===== src/inc/nmse_params.svh =====
// Register addresses, field positions, codes and reset values of the NVM block
`ifndef NMSE_PARAMS_SVH
`define NMSE_PARAMS_SVH

// Register byte addresses on the register port
`define NMSE_REG_CFG 16'h3001
`define NMSE_REG_COBIX 16'h3002
`define NMSE_REG_ECFG 16'h3003
`define NMSE_REG_ESTAT 16'h3004
`define NMSE_REG_STAT 16'h3005
`define NMSE_REG_COBHI 16'h3006
`define NMSE_REG_COBLO 16'h3007
`define NMSE_REG_PROT 16'h3008
`define NMSE_REG_SEC 16'hFF7F

// Flash configuration field holding the backdoor keys
`define NMSE_KEY_BASE 16'hFF70
`define NMSE_KEY_CNT 4'h8
`define NMSE_KEY_LAST 3'h7

// Status, config and ECC register bits
`define NMSE_STAT_COMPLETE 7
`define NMSE_STAT_ACCESS_ERR 5
`define NMSE_STAT_PROT_VIOL 4
`define NMSE_CFG_IGNORE_SF 4
`define NMSE_ECFG_DBL_IE 1
`define NMSE_ECFG_SGL_IE 0
`define NMSE_ESTAT_DBL 1
`define NMSE_ESTAT_SGL 0

// Protection register layout and reset value
`define NMSE_PROT_REST 7
`define NMSE_PROT_HDIS 5
`define NMSE_PROT_HS_HI 4
`define NMSE_PROT_HS_LO 3
`define NMSE_PROT_LDIS 2
`define NMSE_PROT_LS_HI 1
`define NMSE_PROT_LS_LO 0
`define NMSE_PROT_RST 8'h24
`define NMSE_HI_END 16'hFFFF
`define NMSE_HI_UNIT 16'h0800
`define NMSE_LO_BASE 16'h8000
`define NMSE_LO_UNIT 16'h0400

// Security byte
`define NMSE_SEC_RST 8'hFF
`define NMSE_SEC_UNSEC 2'h2
`define NMSE_KEY_ENABLE 2'h2

// Command codes and command word layout
`define NMSE_CMD_MARGIN 8'h0D
`define NMSE_CMD_VERIFY_KEY 8'h0C
`define NMSE_CMD_PROG_FLASH 8'h06
`define NMSE_CMD_ERASE_SECTOR 8'h0A
`define NMSE_MARGIN_ZERO 16'h0002
`define NMSE_TARGET_EE 7
`define NMSE_INDEX_CMD 3'h0
`define NMSE_INDEX_ADDR 3'h1
`define NMSE_INDEX_LEVEL 3'h2
`define NMSE_INDEX_KEYS 3'h1
`define NMSE_COB_LAST 3'h5

`endif


===== src/inc/nmse_pkg.sv =====
// Types shared by the NVM block: controller states and state records
package nmse_pkg;

    typedef enum logic [4:0] {
        ST_INIT = 5'h01,
        ST_IDLE = 5'h02,
        ST_EXEC = 5'h04,
        ST_KEY = 5'h08,
        ST_WOP = 5'h10
    } nmse_state_e;

    typedef struct packed {
        nmse_state_e st;
        logic command_complete_flag;
        logic accerr;
        logic protection_violation_flag;
        logic [3:0] cnt;
        logic pend;
        logic [3:0] pidx;
        logic mism;
        logic launch_dbg;
        logic bd_unsec;
        logic [7:0] sec;
        logic [2:0] cobix;
        logic [5:0][15:0] cob;
        logic ignore_single_fault;
        logic dfd_ie;
        logic sfd_ie;
        logic dff;
        logic sff;
        logic [7:0] prot;
        logic [1:0] fl_margin;
        logic [1:0] ee_margin;
        logic [7:0] rdata;
        logic [7:0] ee_data;
        logic op_req;
    } nmse_ctrl_s;

    typedef struct packed {
        logic [7:0][7:0] mem;
        logic [7:0] rdata;
    } nmse_keymem_s;

endpackage


===== src/rtl/nmse_ecc_dec.sv =====
// EEPROM ECC decoder: corrects one bit, flags two
module nmse_ecc_dec (
    input wire logic [12:0] code_in,
    output logic [7:0] data_out,
    output logic single_out,
    output logic double_out
);
    // Hamming positions 1..12 in bits 11:0, overall parity in bit 12
    always_comb begin
        logic [3:0] syn;
        logic [11:0] fixed;
        logic par;
        int j;
        syn = 4'h0;
        j = 0;
        par = ^code_in;
        fixed = code_in[11:0];
        data_out = 8'h00;
        for (int p = 1; p <= 12; p++) begin
            if (code_in[p - 1]) begin
                syn = syn ^ 4'(p);
            end
        end
        // Odd parity with syndrome up to 12 means one flipped bit; otherwise a nonzero syndrome means two
        single_out = par && (syn <= 4'hC);
        double_out = (!par && (syn != 4'h0)) || (par && (syn > 4'hC));
        if (single_out && (syn != 4'h0)) begin
            fixed[syn - 4'h1] = !fixed[syn - 4'h1];
        end
        // Data bits sit at the positions that are not powers of two
        for (int p = 1; p <= 12; p++) begin
            if ((p & (p - 1)) != 0) begin
                data_out[j[2:0]] = fixed[p - 1];
                j = j + 1;
            end
        end
    end
endmodule


===== src/rtl/nmse_key_mem.sv =====
// Backdoor key store, eight bytes, registered read
module nmse_key_mem (
    input wire logic clock_in,
    input wire logic rst_n_in,
    input wire logic ce_in,
    input wire logic wr_en_in,
    input wire logic [2:0] wr_idx_in,
    input wire logic [7:0] wr_data_in,
    input wire logic [2:0] rd_idx_in,
    output logic [7:0] rd_data_out
);
    nmse_pkg::nmse_keymem_s q;
    nmse_pkg::nmse_keymem_s d;

    // Write port and registered read port
    always_comb begin
        d = q;
        if (wr_en_in) begin
            d.mem[wr_idx_in] = wr_data_in;
        end
        d.rdata = q.mem[rd_idx_in];
    end

    // State register, frozen while the clock enable is low
    always_ff @(posedge clock_in or negedge rst_n_in) begin
        if (!rst_n_in) begin
            q <= '0;
        end else if (ce_in) begin
            q <= d;
        end
    end

    assign rd_data_out = q.rdata;
endmodule


===== src/rtl/nmse_ctrl.sv =====
// NVM controller: margin, security, backdoor keys, ECC flags, protection
//
// Contract
// - Two read margin levels, applied to array
// - Margin command code 0x0D in word 0
// - Low byte bit 7 picks EEPROM
// - Word 1 address, word 2 level code
// - Launch by 0x80, complete flag when done
// - Security bits 0b10 unsecured, else secured
// - Backdoor keys enabled only when bits 7:6=0b10
// - Eight matching keys unsecure the device
// - Backdoor unsecure lasts until next reset or a failed key verify
// - No keys through the debug port
// - EEPROM reads corrected single, detected double
// - Double flag always, single unless ignored
// - Each flag has its own enabled interrupt
// - Fault flags update one cycle after read
// - Protected program or erase sets violation
// - Low range up, high range down, rest
// - Protection writes may only enlarge it; code accepts resizing a disabled window, which can shrink rest
// - High 2-16 KB, low 1-8 KB
`include "nmse_params.svh"
module nmse_ctrl (
    input wire logic clock_in,
    input wire logic rst_n_in,
    input wire logic ce_in,
    input wire logic [15:0] reg_addr_in,
    input wire logic reg_wr_in,
    input wire logic reg_rd_in,
    input wire logic [7:0] reg_wdata_in,
    input wire logic dbg_access_in,
    output logic [7:0] reg_rdata_out,
    output logic flash_rd_out,
    output logic [15:0] flash_addr_out,
    input wire logic [7:0] flash_rdata_in,
    output logic flash_op_req_out,
    output logic [7:0] flash_op_code_out,
    output logic [15:0] flash_op_addr_out,
    input wire logic flash_op_done_in,
    input wire logic ee_rd_valid_in,
    input wire logic [12:0] ee_code_in,
    output logic [7:0] ee_rdata_out,
    output logic [1:0] flash_margin_out,
    output logic [1:0] ee_margin_out,
    output logic secure_out,
    output logic ecc_dbl_irq_out,
    output logic ecc_sgl_irq_out
);
    nmse_pkg::nmse_ctrl_s q;
    nmse_pkg::nmse_ctrl_s d;
    logic km_wr;
    logic [2:0] km_ridx;
    logic [7:0] km_rdata;
    logic [7:0] ecc_data;
    logic ecc_sgl;
    logic ecc_dbl;
    logic [7:0] rd_mux;
    logic [7:0] cmd_w;
    logic hit_w;

    // Address falls in an active protection window
    function automatic logic prot_hit(input logic [15:0] a,
                                      input logic [7:0] p);
        logic [15:0] hi_start;
        logic [15:0] lo_end;
        logic in_hi;
        logic in_lo;
        hi_start = `NMSE_HI_END - ((`NMSE_HI_UNIT
            << p[`NMSE_PROT_HS_HI:`NMSE_PROT_HS_LO]) - 16'h0001);
        lo_end = `NMSE_LO_BASE
            + (`NMSE_LO_UNIT << p[`NMSE_PROT_LS_HI:`NMSE_PROT_LS_LO]);
        in_hi = a >= hi_start;
        in_lo = (a >= `NMSE_LO_BASE) && (a < lo_end);
        prot_hit = (!p[`NMSE_PROT_HDIS] && in_hi)
            || (!p[`NMSE_PROT_LDIS] && in_lo)
            || (p[`NMSE_PROT_REST] && (a >= `NMSE_LO_BASE)
                && !in_hi && !in_lo);
    endfunction

    // New setting keeps each enabled window enabled and no smaller, and keeps rest set
    function automatic logic prot_grows(input logic [7:0] n,
                                        input logic [7:0] o);
        prot_grows = (o[`NMSE_PROT_HDIS] || (!n[`NMSE_PROT_HDIS]
              && n[`NMSE_PROT_HS_HI:`NMSE_PROT_HS_LO]
              >= o[`NMSE_PROT_HS_HI:`NMSE_PROT_HS_LO]))
            && (o[`NMSE_PROT_LDIS] || (!n[`NMSE_PROT_LDIS]
              && n[`NMSE_PROT_LS_HI:`NMSE_PROT_LS_LO]
              >= o[`NMSE_PROT_LS_HI:`NMSE_PROT_LS_LO]))
            && (!o[`NMSE_PROT_REST] || n[`NMSE_PROT_REST]);
    endfunction

    // Supplied key byte k: even keys in high byte of each word
    function automatic logic [7:0] key_byte(input logic [5:0][15:0] cob,
                                            input logic [2:0] k);
        logic [15:0] w;
        w = cob[`NMSE_INDEX_KEYS + {1'b0, k[2:1]}];
        key_byte = k[0] ? w[7:0] : w[15:8];
    endfunction

    nmse_key_mem u_key_mem (
        .clock_in(clock_in),
        .rst_n_in(rst_n_in),
        .ce_in(ce_in),
        .wr_en_in(km_wr),
        .wr_idx_in(q.pidx[2:0]),
        .wr_data_in(flash_rdata_in),
        .rd_idx_in(km_ridx),
        .rd_data_out(km_rdata)
    );

    nmse_ecc_dec u_ecc_dec (
        .code_in(ee_code_in),
        .data_out(ecc_data),
        .single_out(ecc_sgl),
        .double_out(ecc_dbl)
    );

    assign cmd_w = q.cob[`NMSE_INDEX_CMD][15:8];
    assign hit_w = prot_hit(q.cob[`NMSE_INDEX_ADDR], q.prot);
    assign km_ridx = q.cnt[2:0];

    // Register read multiplexer
    always_comb begin
        rd_mux = 8'h00;
        if (reg_addr_in == `NMSE_REG_STAT) begin
            rd_mux[`NMSE_STAT_COMPLETE] = q.command_complete_flag;
            rd_mux[`NMSE_STAT_ACCESS_ERR] = q.accerr;
            rd_mux[`NMSE_STAT_PROT_VIOL] = q.protection_violation_flag;
        end else if (reg_addr_in == `NMSE_REG_COBIX) begin
            rd_mux[2:0] = q.cobix;
        end else if (reg_addr_in == `NMSE_REG_COBHI) begin
            rd_mux = q.cob[q.cobix][15:8];
        end else if (reg_addr_in == `NMSE_REG_COBLO) begin
            rd_mux = q.cob[q.cobix][7:0];
        end else if (reg_addr_in == `NMSE_REG_CFG) begin
            rd_mux[`NMSE_CFG_IGNORE_SF] = q.ignore_single_fault;
        end else if (reg_addr_in == `NMSE_REG_ECFG) begin
            rd_mux[`NMSE_ECFG_DBL_IE] = q.dfd_ie;
            rd_mux[`NMSE_ECFG_SGL_IE] = q.sfd_ie;
        end else if (reg_addr_in == `NMSE_REG_ESTAT) begin
            rd_mux[`NMSE_ESTAT_DBL] = q.dff;
            rd_mux[`NMSE_ESTAT_SGL] = q.sff;
        end else if (reg_addr_in == `NMSE_REG_PROT) begin
            rd_mux = q.prot;
        end else if (reg_addr_in == `NMSE_REG_SEC) begin
            rd_mux = q.sec;
        end
    end

    // Next state: bus writes first, hardware events after so sets win
    always_comb begin
        logic miss;
        logic open;
        miss = 1'b0;
        open = q.command_complete_flag && (q.st == nmse_pkg::ST_IDLE);
        d = q;
        d.op_req = 1'b0;
        km_wr = 1'b0;
        if (reg_rd_in) begin
            d.rdata = rd_mux;
        end
        if (reg_wr_in) begin
            if (reg_addr_in == `NMSE_REG_STAT) begin
                if (reg_wdata_in[`NMSE_STAT_ACCESS_ERR]) begin
                    d.accerr = 1'b0;
                end
                if (reg_wdata_in[`NMSE_STAT_PROT_VIOL]) begin
                    d.protection_violation_flag = 1'b0;
                end
                if (reg_wdata_in[`NMSE_STAT_COMPLETE] && open) begin
                    d.command_complete_flag = 1'b0;
                    d.st = nmse_pkg::ST_EXEC;
                    d.launch_dbg = dbg_access_in;
                end
            end else if (reg_addr_in == `NMSE_REG_COBIX) begin
                if (open) begin
                    d.cobix = reg_wdata_in[2:0];
                end
            end else if (reg_addr_in == `NMSE_REG_COBHI) begin
                if (open && q.cobix <= `NMSE_COB_LAST) begin
                    d.cob[q.cobix][15:8] = reg_wdata_in;
                end
            end else if (reg_addr_in == `NMSE_REG_COBLO) begin
                if (open && q.cobix <= `NMSE_COB_LAST) begin
                    d.cob[q.cobix][7:0] = reg_wdata_in;
                end
            end else if (reg_addr_in == `NMSE_REG_CFG) begin
                d.ignore_single_fault = reg_wdata_in[`NMSE_CFG_IGNORE_SF];
            end else if (reg_addr_in == `NMSE_REG_ECFG) begin
                d.dfd_ie = reg_wdata_in[`NMSE_ECFG_DBL_IE];
                d.sfd_ie = reg_wdata_in[`NMSE_ECFG_SGL_IE];
            end else if (reg_addr_in == `NMSE_REG_ESTAT) begin
                if (reg_wdata_in[`NMSE_ESTAT_DBL]) begin
                    d.dff = 1'b0;
                end
                if (reg_wdata_in[`NMSE_ESTAT_SGL]) begin
                    d.sff = 1'b0;
                end
            end else if (reg_addr_in == `NMSE_REG_PROT) begin
                if (prot_grows(reg_wdata_in, q.prot)) begin
                    d.prot = reg_wdata_in;
                end
            end
        end
        // EEPROM read: data and fault flags land one cycle later
        if (ee_rd_valid_in) begin
            d.ee_data = ecc_data;
            if (ecc_dbl) begin
                d.dff = 1'b1;
            end
            if (ecc_sgl && !q.ignore_single_fault) begin
                d.sff = 1'b1;
            end
        end
        case (q.st)
            nmse_pkg::ST_INIT: begin
                // Fetch the eight keys, then the security byte
                d.pend = q.cnt <= `NMSE_KEY_CNT;
                if (q.cnt <= `NMSE_KEY_CNT) begin
                    d.cnt = q.cnt + 4'h1;
                    d.pidx = q.cnt;
                end
                if (q.pend && q.pidx == `NMSE_KEY_CNT) begin
                    d.sec = flash_rdata_in;
                    d.st = nmse_pkg::ST_IDLE;
                    d.command_complete_flag = 1'b1;
                    d.pend = 1'b0;
                end else if (q.pend) begin
                    km_wr = 1'b1;
                end
            end
            nmse_pkg::ST_EXEC: begin
                d.cnt = 4'h0;
                d.pend = 1'b0;
                d.mism = 1'b0;
                d.command_complete_flag = 1'b1;
                d.st = nmse_pkg::ST_IDLE;
                if (cmd_w == `NMSE_CMD_MARGIN) begin
                    if (q.cob[`NMSE_INDEX_LEVEL] > `NMSE_MARGIN_ZERO) begin
                        d.accerr = 1'b1;
                    end else if (q.cob[`NMSE_INDEX_CMD][`NMSE_TARGET_EE]) begin
                        d.ee_margin = q.cob[`NMSE_INDEX_LEVEL][1:0];
                    end else begin
                        d.fl_margin = q.cob[`NMSE_INDEX_LEVEL][1:0];
                    end
                end else if (cmd_w == `NMSE_CMD_VERIFY_KEY) begin
                    if (q.launch_dbg || q.sec[7:6] != `NMSE_KEY_ENABLE) begin
                        d.accerr = 1'b1;
                    end else begin
                        d.command_complete_flag = 1'b0;
                        d.st = nmse_pkg::ST_KEY;
                    end
                end else if (cmd_w == `NMSE_CMD_PROG_FLASH
                             || cmd_w == `NMSE_CMD_ERASE_SECTOR) begin
                    if (hit_w) begin
                        d.protection_violation_flag = 1'b1;
                    end else begin
                        d.command_complete_flag = 1'b0;
                        d.op_req = 1'b1;
                        d.st = nmse_pkg::ST_WOP;
                    end
                end else begin
                    d.accerr = 1'b1;
                end
            end
            nmse_pkg::ST_KEY: begin
                // Compare stored keys one by one against supplied ones
                d.pend = q.cnt < `NMSE_KEY_CNT;
                if (q.cnt < `NMSE_KEY_CNT) begin
                    d.cnt = q.cnt + 4'h1;
                    d.pidx = q.cnt;
                end
                if (q.pend) begin
                    miss = km_rdata != key_byte(q.cob, q.pidx[2:0]);
                    d.mism = q.mism || miss;
                    if (q.pidx[2:0] == `NMSE_KEY_LAST) begin
                        d.bd_unsec = !(q.mism || miss);
                        d.accerr = d.accerr || q.mism || miss;
                        d.command_complete_flag = 1'b1;
                        d.pend = 1'b0;
                        d.st = nmse_pkg::ST_IDLE;
                    end
                end
            end
            nmse_pkg::ST_WOP: begin
                if (flash_op_done_in) begin
                    d.command_complete_flag = 1'b1;
                    d.st = nmse_pkg::ST_IDLE;
                end
            end
            default: begin
            end
        endcase
    end

    // State register; reset drops any backdoor unsecure
    always_ff @(posedge clock_in or negedge rst_n_in) begin
        if (!rst_n_in) begin
            q <= '0;
            q.st <= nmse_pkg::ST_INIT;
            q.sec <= `NMSE_SEC_RST;
            q.prot <= `NMSE_PROT_RST;
        end else if (ce_in) begin
            q <= d;
        end
    end

    // Outputs
    assign reg_rdata_out = q.rdata;
    assign flash_rd_out = (q.st == nmse_pkg::ST_INIT)
        && (q.cnt <= `NMSE_KEY_CNT);
    assign flash_addr_out = (q.cnt == `NMSE_KEY_CNT) ? `NMSE_REG_SEC
        : `NMSE_KEY_BASE + {12'h000, q.cnt};
    assign flash_op_req_out = q.op_req;
    assign flash_op_code_out = cmd_w;
    assign flash_op_addr_out = q.cob[`NMSE_INDEX_ADDR];
    assign ee_rdata_out = q.ee_data;
    assign flash_margin_out = q.fl_margin;
    assign ee_margin_out = q.ee_margin;
    assign secure_out = (q.sec[1:0] != `NMSE_SEC_UNSEC) && !q.bd_unsec;
    assign ecc_dbl_irq_out = q.dff && q.dfd_ie;
    assign ecc_sgl_irq_out = q.sff && q.sfd_ie;
endmodule


===== config.mk =====
export PLATFORM = sky130hd
export DESIGN_NAME = nmse_ctrl
export DESIGN_NICKNAME = d
export VERILOG_FILES = /design/src/inc/nmse_pkg.sv /design/src/rtl/nmse_ecc_dec.sv /design/src/rtl/nmse_key_mem.sv /design/src/rtl/nmse_ctrl.sv
export VERILOG_INCLUDE_DIRS = /design/src /design/src/inc
export SDC_FILE = /design/constraint.sdc
export NUM_CORES = 1
export LEC_CHECK = 0
export ABC_AREA = 1
export BUFFER_PORTS_ARGS = -buffer_cell sky130_fd_sc_hd__buf_2
export CAP_MARGIN = 25
export CELL_PAD_IN_SITES_DETAIL_PLACEMENT = 0
export CELL_PAD_IN_SITES_GLOBAL_PLACEMENT = 1
export CORE_MARGIN = 2
export CORE_UTILIZATION = 30
export CTS_CLUSTER_SIZE = 14
export DETAILED_ROUTE_END_ITERATION = 7
export GPL_ROUTABILITY_DRIVEN = 0
export GPL_TIMING_DRIVEN = 0
export PLACE_DENSITY = 0.57
export SYNTH_ARGS = -nofsm -noshare
export SYNTH_HDL_FRONTEND = slang
export SYNTH_SLANG_ARGS = --single-unit

===== constraint.sdc =====
create_clock -name clock_in -period 3.5 [get_ports clock_in]
set_input_delay 0.7 -clock clock_in [delete_from_list [all_inputs] [get_ports clock_in]]
set_output_delay 0.7 -clock clock_in [all_outputs]
set_load 0.01 [all_outputs]

==> results of run 1 <==
## stage by stage
stage	utilization	setup WS (ps)
CTS	0.357	5.51
global route	0.358	0.496
detailed placement	0.335	-496
floorplan	-	813
global placement	0.333	-2740
finish	0.358	170
## power by group through the flow
stage	Combinational, mW	Clock (mW)	Sequential (mW)
final	0.575	3.15	2.75
after global routing	0.652	3.33	2.75
after CTS	0.586	3.23	2.75
after detailed placement	0.583	0	2.79
after global placement	0.571	0	2.79
after floorplan	0.330	0	2.79
## layout by cell type (no fill, tap or decap), types with 7 or more instances in the layout
cell	n
nand2_1	501
dfrtp_1	222
o21ai_0	199
inv_1	168
nor2_1	156
buf_2	108
nand3_1	105
o21ai_1	67
buf_4	59
clkbuf_1	56
a21oi_1	41
clkbuf_16	29
nand4_1	26
o21ai_2	22
o22ai_1	22
ha_1	22
o211ai_1	17
o221ai_1	15
conb_1	13
buf_6	12
nor3_1	12
nand2_4	11
dfstp_2	11
nor4_1	9
o31ai_1	7
a221oi_1	7
## final timing paths
kind	cells after the start	start	endpoint
worst max-delay path	6	km_ridx[1]$_DFFE_PN0P_	flash_rd_out
worst min-delay path	2	dbg_access_in	q[142]$_DFFE_PN0P_
worst max register to register	15	q[145]$_DFFE_PN0P_	q[143]$_DFFE_PN0P_
worst min register to register	2	u_key_mem.q[49]$_DFFE_PN0P_	u_key_mem.q[49]$_DFFE_PN0P_
max in group asynchronous	3	rst_n_in	q[159]$_DFFE_PN0P_
min in group asynchronous	2	rst_n_in	flash_op_code_out[2]$_DFFE_PN0P_
## flip-flops by register name, indices dropped and copies added, names as in the netlist
name                   flops
q                        113
u_key_mem.q               64
flash_op_addr_out         16
ee_rdata_out               8
flash_op_code_out          8
reg_rdata_out              8
u_key_mem.rd_data_out      8
km_ridx                    3
ee_margin_out              2
flash_margin_out           2
flash_op_req_out           1
## logic make-up after synthesis
kind of cell	after synthesis
AOI/OAI and AO/OA	426
xor gates and xnor gates	10
adders and majority gates	23
buffers and inverters	308
DFF	233
muxes	2
other	2
and+or+nand+nor	848
## routing by layer
| layer | share of wire | wire [um] | vias to the layer above |
|---|---|---|---|
| li1 | - | - | 6383 |
| met1 | 0.46 | 24500 | 6319 |
| met2 | 0.46 | 24900 | 363 |
| met3 | 0.050 | 2670 | 86 |
| met4 | 0.029 | 1550 | 0 |
| met5 | 0 | 0 | - |
## cell type report
cell class              count  area, sq um
plain buffers             129          797
clock buffers              40          817
clock inverters            13          174
fillers                  4955        29200
inverters                 177          676
multi-input cells        1322         6580
flip-flops and latches    233         5840
well taps                 600          751
repair buffers            110          628
## critical path: cells and delay by family (launching register included)
family / cells / cell delay [ps]
buf+inv: 3 / 690
compound gates: 1 / 350
simple gates: 1 / 270
fa+ha+maj: 1 / 250
flops: 1 / 500
## what timing repair did
action | 4_1_cts | 5_1_grt
hold buffers | 1 | 0
hold endpoints to repair | 26 | 0
setup buffers | 0 | 3
resized for setup | 2 | 10
setup endpoints to repair | 4 | 15
==> run_results.csv, run 1 <==
group,metric,value,unit
outcome,outcome,"finished clean",
place,dp.final_hpwl,40200,um
synthesis,synthAdderAreaFrac,0.0208,
timing,final-setup-viol-count,0,
timing,hold_ws,410,ps
cells_and_area,finalNonFillerCells,2624,
critical_path,critPathMaxFanout,10,
clocking,cts_buffers,29,
timing,slew_headroom,0.317,
timing,tightest_slew,1030,ps
critical_path,reg2reg_slack,290,ps
synthesis,synth_warnings,0,
worst_hold_path,hp-class,"input pin to flip-flop",
power,p_per_area,398,mW/mm^2
grt,grt-ovfl-total,0,
synthesis,synth_edf_count,0,
synthesis,synthTopCellsByCount,"501 x nand2_1, 222 x dfrtp_1, 199 x o21ai_0",
floorplan,start_util,0.304,
power,peakVddDrop,339,uV
synthesis,syn_inst,1852,
floorplan,rows,78,
power,p_sw,1.66,mW
route,ant_nets,0,
clocking,tritoncts,"built",
cells_and_area,num_antenna_cells,0,
critical_path,cp_data_arrival_time,2630,ps
route,num_vias,13200,
place,postPlaceCellArea,0.0152,sq mm
timing,finalHoldViolCount,0,
grt,grt_max_degree,117,
grt,busiest_layer,"met2",
synthesis,yosysMostFrequentCell,"nand2_1",
floorplan,fp.dieW,219,um
timing,rsz0062_at_grt,"false",
synthesis,ys.flop_type,"dfrtp_1",
floorplan,core_area,0.0455,sq mm
power,p_leak,7.93,nW
critical_path,cpPeakStageDelay,500,ps
synthesis,ys_seq_area_frac,0.422,
critical_path,crit_chain,"inv_1 -> clkbuf_1 -> ha_1 -> nand3_1 -> a21oi_1 -> buf_2",
critical_path,critPathRequiredTime,2800,ps
route,vias_per_cell,5.01,
place,place_inst,2568,
floorplan,boundaryPins,118,
synthesis,synth_top_area_share,0.401,
synthesis,yosys.area_share.simple,0.265,
grt,grt_util_all_layers,0.224,
job,max_cap_viol_count,0,
timing,fin_setup_tns,0,ps
power,swShare,0.256,
power,pwr-share-clk,0.487,
cells_and_area,nets,2078,
synthesis,synth_compound_area_frac,0.178,
synthesis,ys_seq_elements,233,
route,routedWlPerCell,20.4,um
timing,finalCriticalPeriod,3330,ps
place,port_buffers,101,
cells_and_area,drive_above_1_share,0.153,
timing,fmax,300,MHz
floorplan,dieArea,0.0479,sq mm
timing,final-max-slew-violation-count,0,
timing,clock_skew,15.2,ps
power,power_frac_seq,0.424,
clocking,clkSinkCount,233,
synthesis,synth.largest_area_cell,"dfrtp_1",
grt,antenna_found_initial,0,
synthesis,synth_top_family_by_area,"simple AND/OR/NAND/NOR gates",
synthesis,synth.avg_cell_area,7.47,sq um
clocking,clock_path_buffers,3,
critical_path,critical_path_class,"flip-flop to primary output",
clocking,clk_pin_slew_worst_paths,60,ps
grt,grt_first_pass_wirelength,80800,um
clocking,h-tree-depth,1,
power,p_comb_frac,0.089,
synthesis,synthTopCellsByArea,"dfrtp_1 40%, nand2_1 14%, o21ai_0 7.2%, inv_1 4.6%, nor2_1 4.2%",
synthesis,netlist_area,0.0138,sq mm
critical_path,crit_path_top_delay_cell,"dfrtp_1",
synthesis,synth_xor_area_frac,0.00633,
route,routed_wl,53600,um
clocking,clock_latency,570,ps
synthesis,yosys-mux-area-fraction,0.00154,
critical_path,crit_path_end_kind,"primary output",
route,drc_errors,0,
synthesis,ys_async_sr_fraction,1.00,
critical_path,crit_path_start_kind,"flip-flop",
timing,fin_crit_sh,0.952,
grt,first_global_vias,12700,
grt,grtUsageMet1,0.312,
clocking,root_buffer,"clkbuf_16",
route,firstDrtPassIters,6,
floorplan,die_h,219,um
cells_and_area,fin_area,0.0163,sq mm
grt,grtUsageMet3,0.0286,
grt,grtUsageMet2,0.365,
route,drtIter0Drc,913,
cells_and_area,area_growth,17.5,%
power,power,6.48,mW
synthesis,yosysUniqueCellTypes,56,
power,p_int,4.82,mW
(Power assumes the default switching activity.)
==> run 2: changes to the inputs <==
--- a/config.mk
+++ b/config.mk
@@ -13,6 +13,7 @@
 export CELL_PAD_IN_SITES_GLOBAL_PLACEMENT = 1
 export CORE_MARGIN = 2
 export CORE_UTILIZATION = 30
+export CTS_BUF_LIST = sky130_fd_sc_hd__clkbuf_2
 export CTS_CLUSTER_SIZE = 14
 export DETAILED_ROUTE_END_ITERATION = 7
 export GPL_ROUTABILITY_DRIVEN = 0
==> run_results.csv, run 2 (synthesis gave the netlist of run 1 again) <==
group,metric,value,unit
outcome,outcome,"finished clean",
timing,finalCriticalPeriod,3240,ps
grt,grt_first_pass_wirelength,82100,um
route,vias_per_cell,5.01,
cells_and_area,drive_above_1_share,0.176,
clocking,cts_setup_buffers,0,
cells_and_area,area_growth,15.3,%
critical_path,cp_data_arrival_time,2540,ps
clocking,tritoncts,"built",
route,drtIter0Drc,938,
timing,slew_headroom,0.307,
critical_path,crit_path_end_kind,"primary output",
worst_hold_path,hp-class,"input pin to flip-flop",
route,routedWlPerCell,20.1,um
power,peakVddDrop,199,uV
job,max_cap_viol_count,0,
critical_path,crit_path_top_delay_cell,"dfrtp_1",
grt,grt_max_degree,117,
timing,finalHoldViolCount,0,
timing,rsz0062_at_grt,"false",
power,p_per_area,341,mW/mm^2
cells_and_area,finalNonFillerCells,2696,
critical_path,critical_path_class,"flip-flop to primary output",
route,routed_wl,54300,um
timing,fin_setup_tns,0,ps
critical_path,critPathMaxFanout,10,
floorplan,boundaryPins,118,
floorplan,core_area,0.0455,sq mm
grt,grt_util_all_layers,0.230,
clocking,clkSinkCount,233,
cells_and_area,largest_register_ffs,113,
timing,fmax,308,MHz
power,p_leak,7.93,nW
critical_path,critPathTopFamily,"buffers and inverters",
critical_path,crit_chain,"inv_1 -> clkbuf_1 -> nand2_1 -> buf_2",
cells_and_area,num-fill-cells,5036,
place,place_inst,2568,
timing,clock_skew,131,ps
timing,tightest_slew,1040,ps
critical_path,cp_num_buf_inv,3,
floorplan,rows,78,
place,port_buffers,101,
route,firstDrtPassIters,5,
grt,grt-ovfl-total,0,
cells_and_area,layout_commonest_cell,"nand2_1",
route,ant_nets,0,
route,drc_errors,0,
clocking,cts_buffers,72,
floorplan,dieArea,0.0479,sq mm
critical_path,cpPeakStageDelay,530,ps
timing,final-setup-viol-count,0,
floorplan,die_h,219,um
grt,antenna_found_initial,2,
clocking,h-tree-depth,3,
place,dp.final_hpwl,40200,um
critical_path,critPathRequiredTime,2800,ps
cells_and_area,layout_common_cells,"501 x nand2_1, 221 x dfrtp_1, 199 x o21ai_0",
clocking,clk_pin_slew_worst_paths,110,ps
route,num_vias,13500,
critical_path,crit_path_start_kind,"flip-flop",
clocking,clock_path_buffers,3,
cells_and_area,nets,2125,
clocking,clock_latency,1060,ps
floorplan,start_util,0.304,
timing,fin_crit_sh,0.927,
grt,first_global_vias,13100,
floorplan,fp.dieW,219,um
clocking,root_buffer,"clkbuf_2",
cells_and_area,regMostFlops,"q",
timing,final-max-slew-violation-count,0,
-- run 2: changes by cell type in the layout (fill, tap and decap cells not counted), sizes merged --
cell	before	now
dlygate4sd3	1	10
diode	0	4
buf	184	181
inv	172	173
clkinvlp	5	2
bufinv	4	1
clkbuf	94	155
clkinv	9	15
-- run 2: report_power, final --
part / leakage, nW / switching [mW] / internal [mW]
logic: 4.31 / 0.399 / 0.182
clock network: 0.470 / 1.28 / 0.846
registers: 3.15 / 0.0211 / 2.72
total: 7.93 / 1.70 / 3.75
-- run 2: final timing paths --
kind	startpoint	endpoint	slack, ps	cells past startpoint
min	flash_rdata_in[5]	u_key_mem.q[45]$_DFFE_PN0P_	120	3
max in group asynchronous	rst_n_in	u_key_mem.q[42]$_DFFE_PN0P_	2460	3
min reg2reg	u_key_mem.q[16]$_DFFE_PN0P_	u_key_mem.q[16]$_DFFE_PN0P_	490	2
min in group asynchronous	rst_n_in	flash_op_code_out[2]$_DFFE_PN0P_	170	2
max reg2reg	q[145]$_DFFE_PN0P_	q[143]$_DFFE_PN0P_	380	15
max	km_ridx[2]$_DFFE_PN0P_	flash_addr_out[2]	260	4
-- run 2: stage by stage --
step | cell area [sq um] | worst slack (ps) | util | hold WS [ps] | power, mW
detailed placement | 15200 | -496 | 0.335 | 469 | 3.38
CTS | 15900 | 47.0 | 0.350 | 9.04 | 5.56
finish | 16000 | 257 | 0.351 | 118 | 5.45
global placement | 15100 | -2740 | 0.333 | 461 | 3.37
global route | 16000 | 66.1 | 0.351 | 36.0 | 5.76
floorplan | 13900 | 813 | - | 404 | 3.12
-- run 2: repair_timing --
action                                  in CTS  in global routing
hold endpoints to repair                   237                  0
hold buffers                                10                  0
endpoints found under the setup margin       7                  4
resized for setup                            9                  8
-- run 2: routing by layer --
layer,track usage,vias up,routed length [um]
met3,0.0409,95,2910
met2,0.371,411,25500
met5,0,-,0
met1,0.314,6487,24600
li1,-,6525,-
met4,0.0689,0,1310
-- run 2: layout make-up --
type | instances | area [sq um] | share of cell area
Inverter | 177 | 679 | 0.0426
Buffer | 127 | 793 | 0.0497
Clock buffer | 103 | 515 | 0.0323
Antenna cell | 4 | 10.0 | 0.000627
Clock inverter | 14 | 80.1 | 0.00502
Tap cell | 600 | 751 | 0.0471
Sequential cell | 233 | 5850 | 0.366
Timing Repair Buffer | 116 | 696 | 0.0436
Multi-Input combinational cell | 1322 | 6580 | 0.413
-- run 2: worst min-delay path, delay by kind of cell --
kind	cells	cell delay, ps
AOI/OAI and AO/OA	1	180
buffers and inverters	2	200
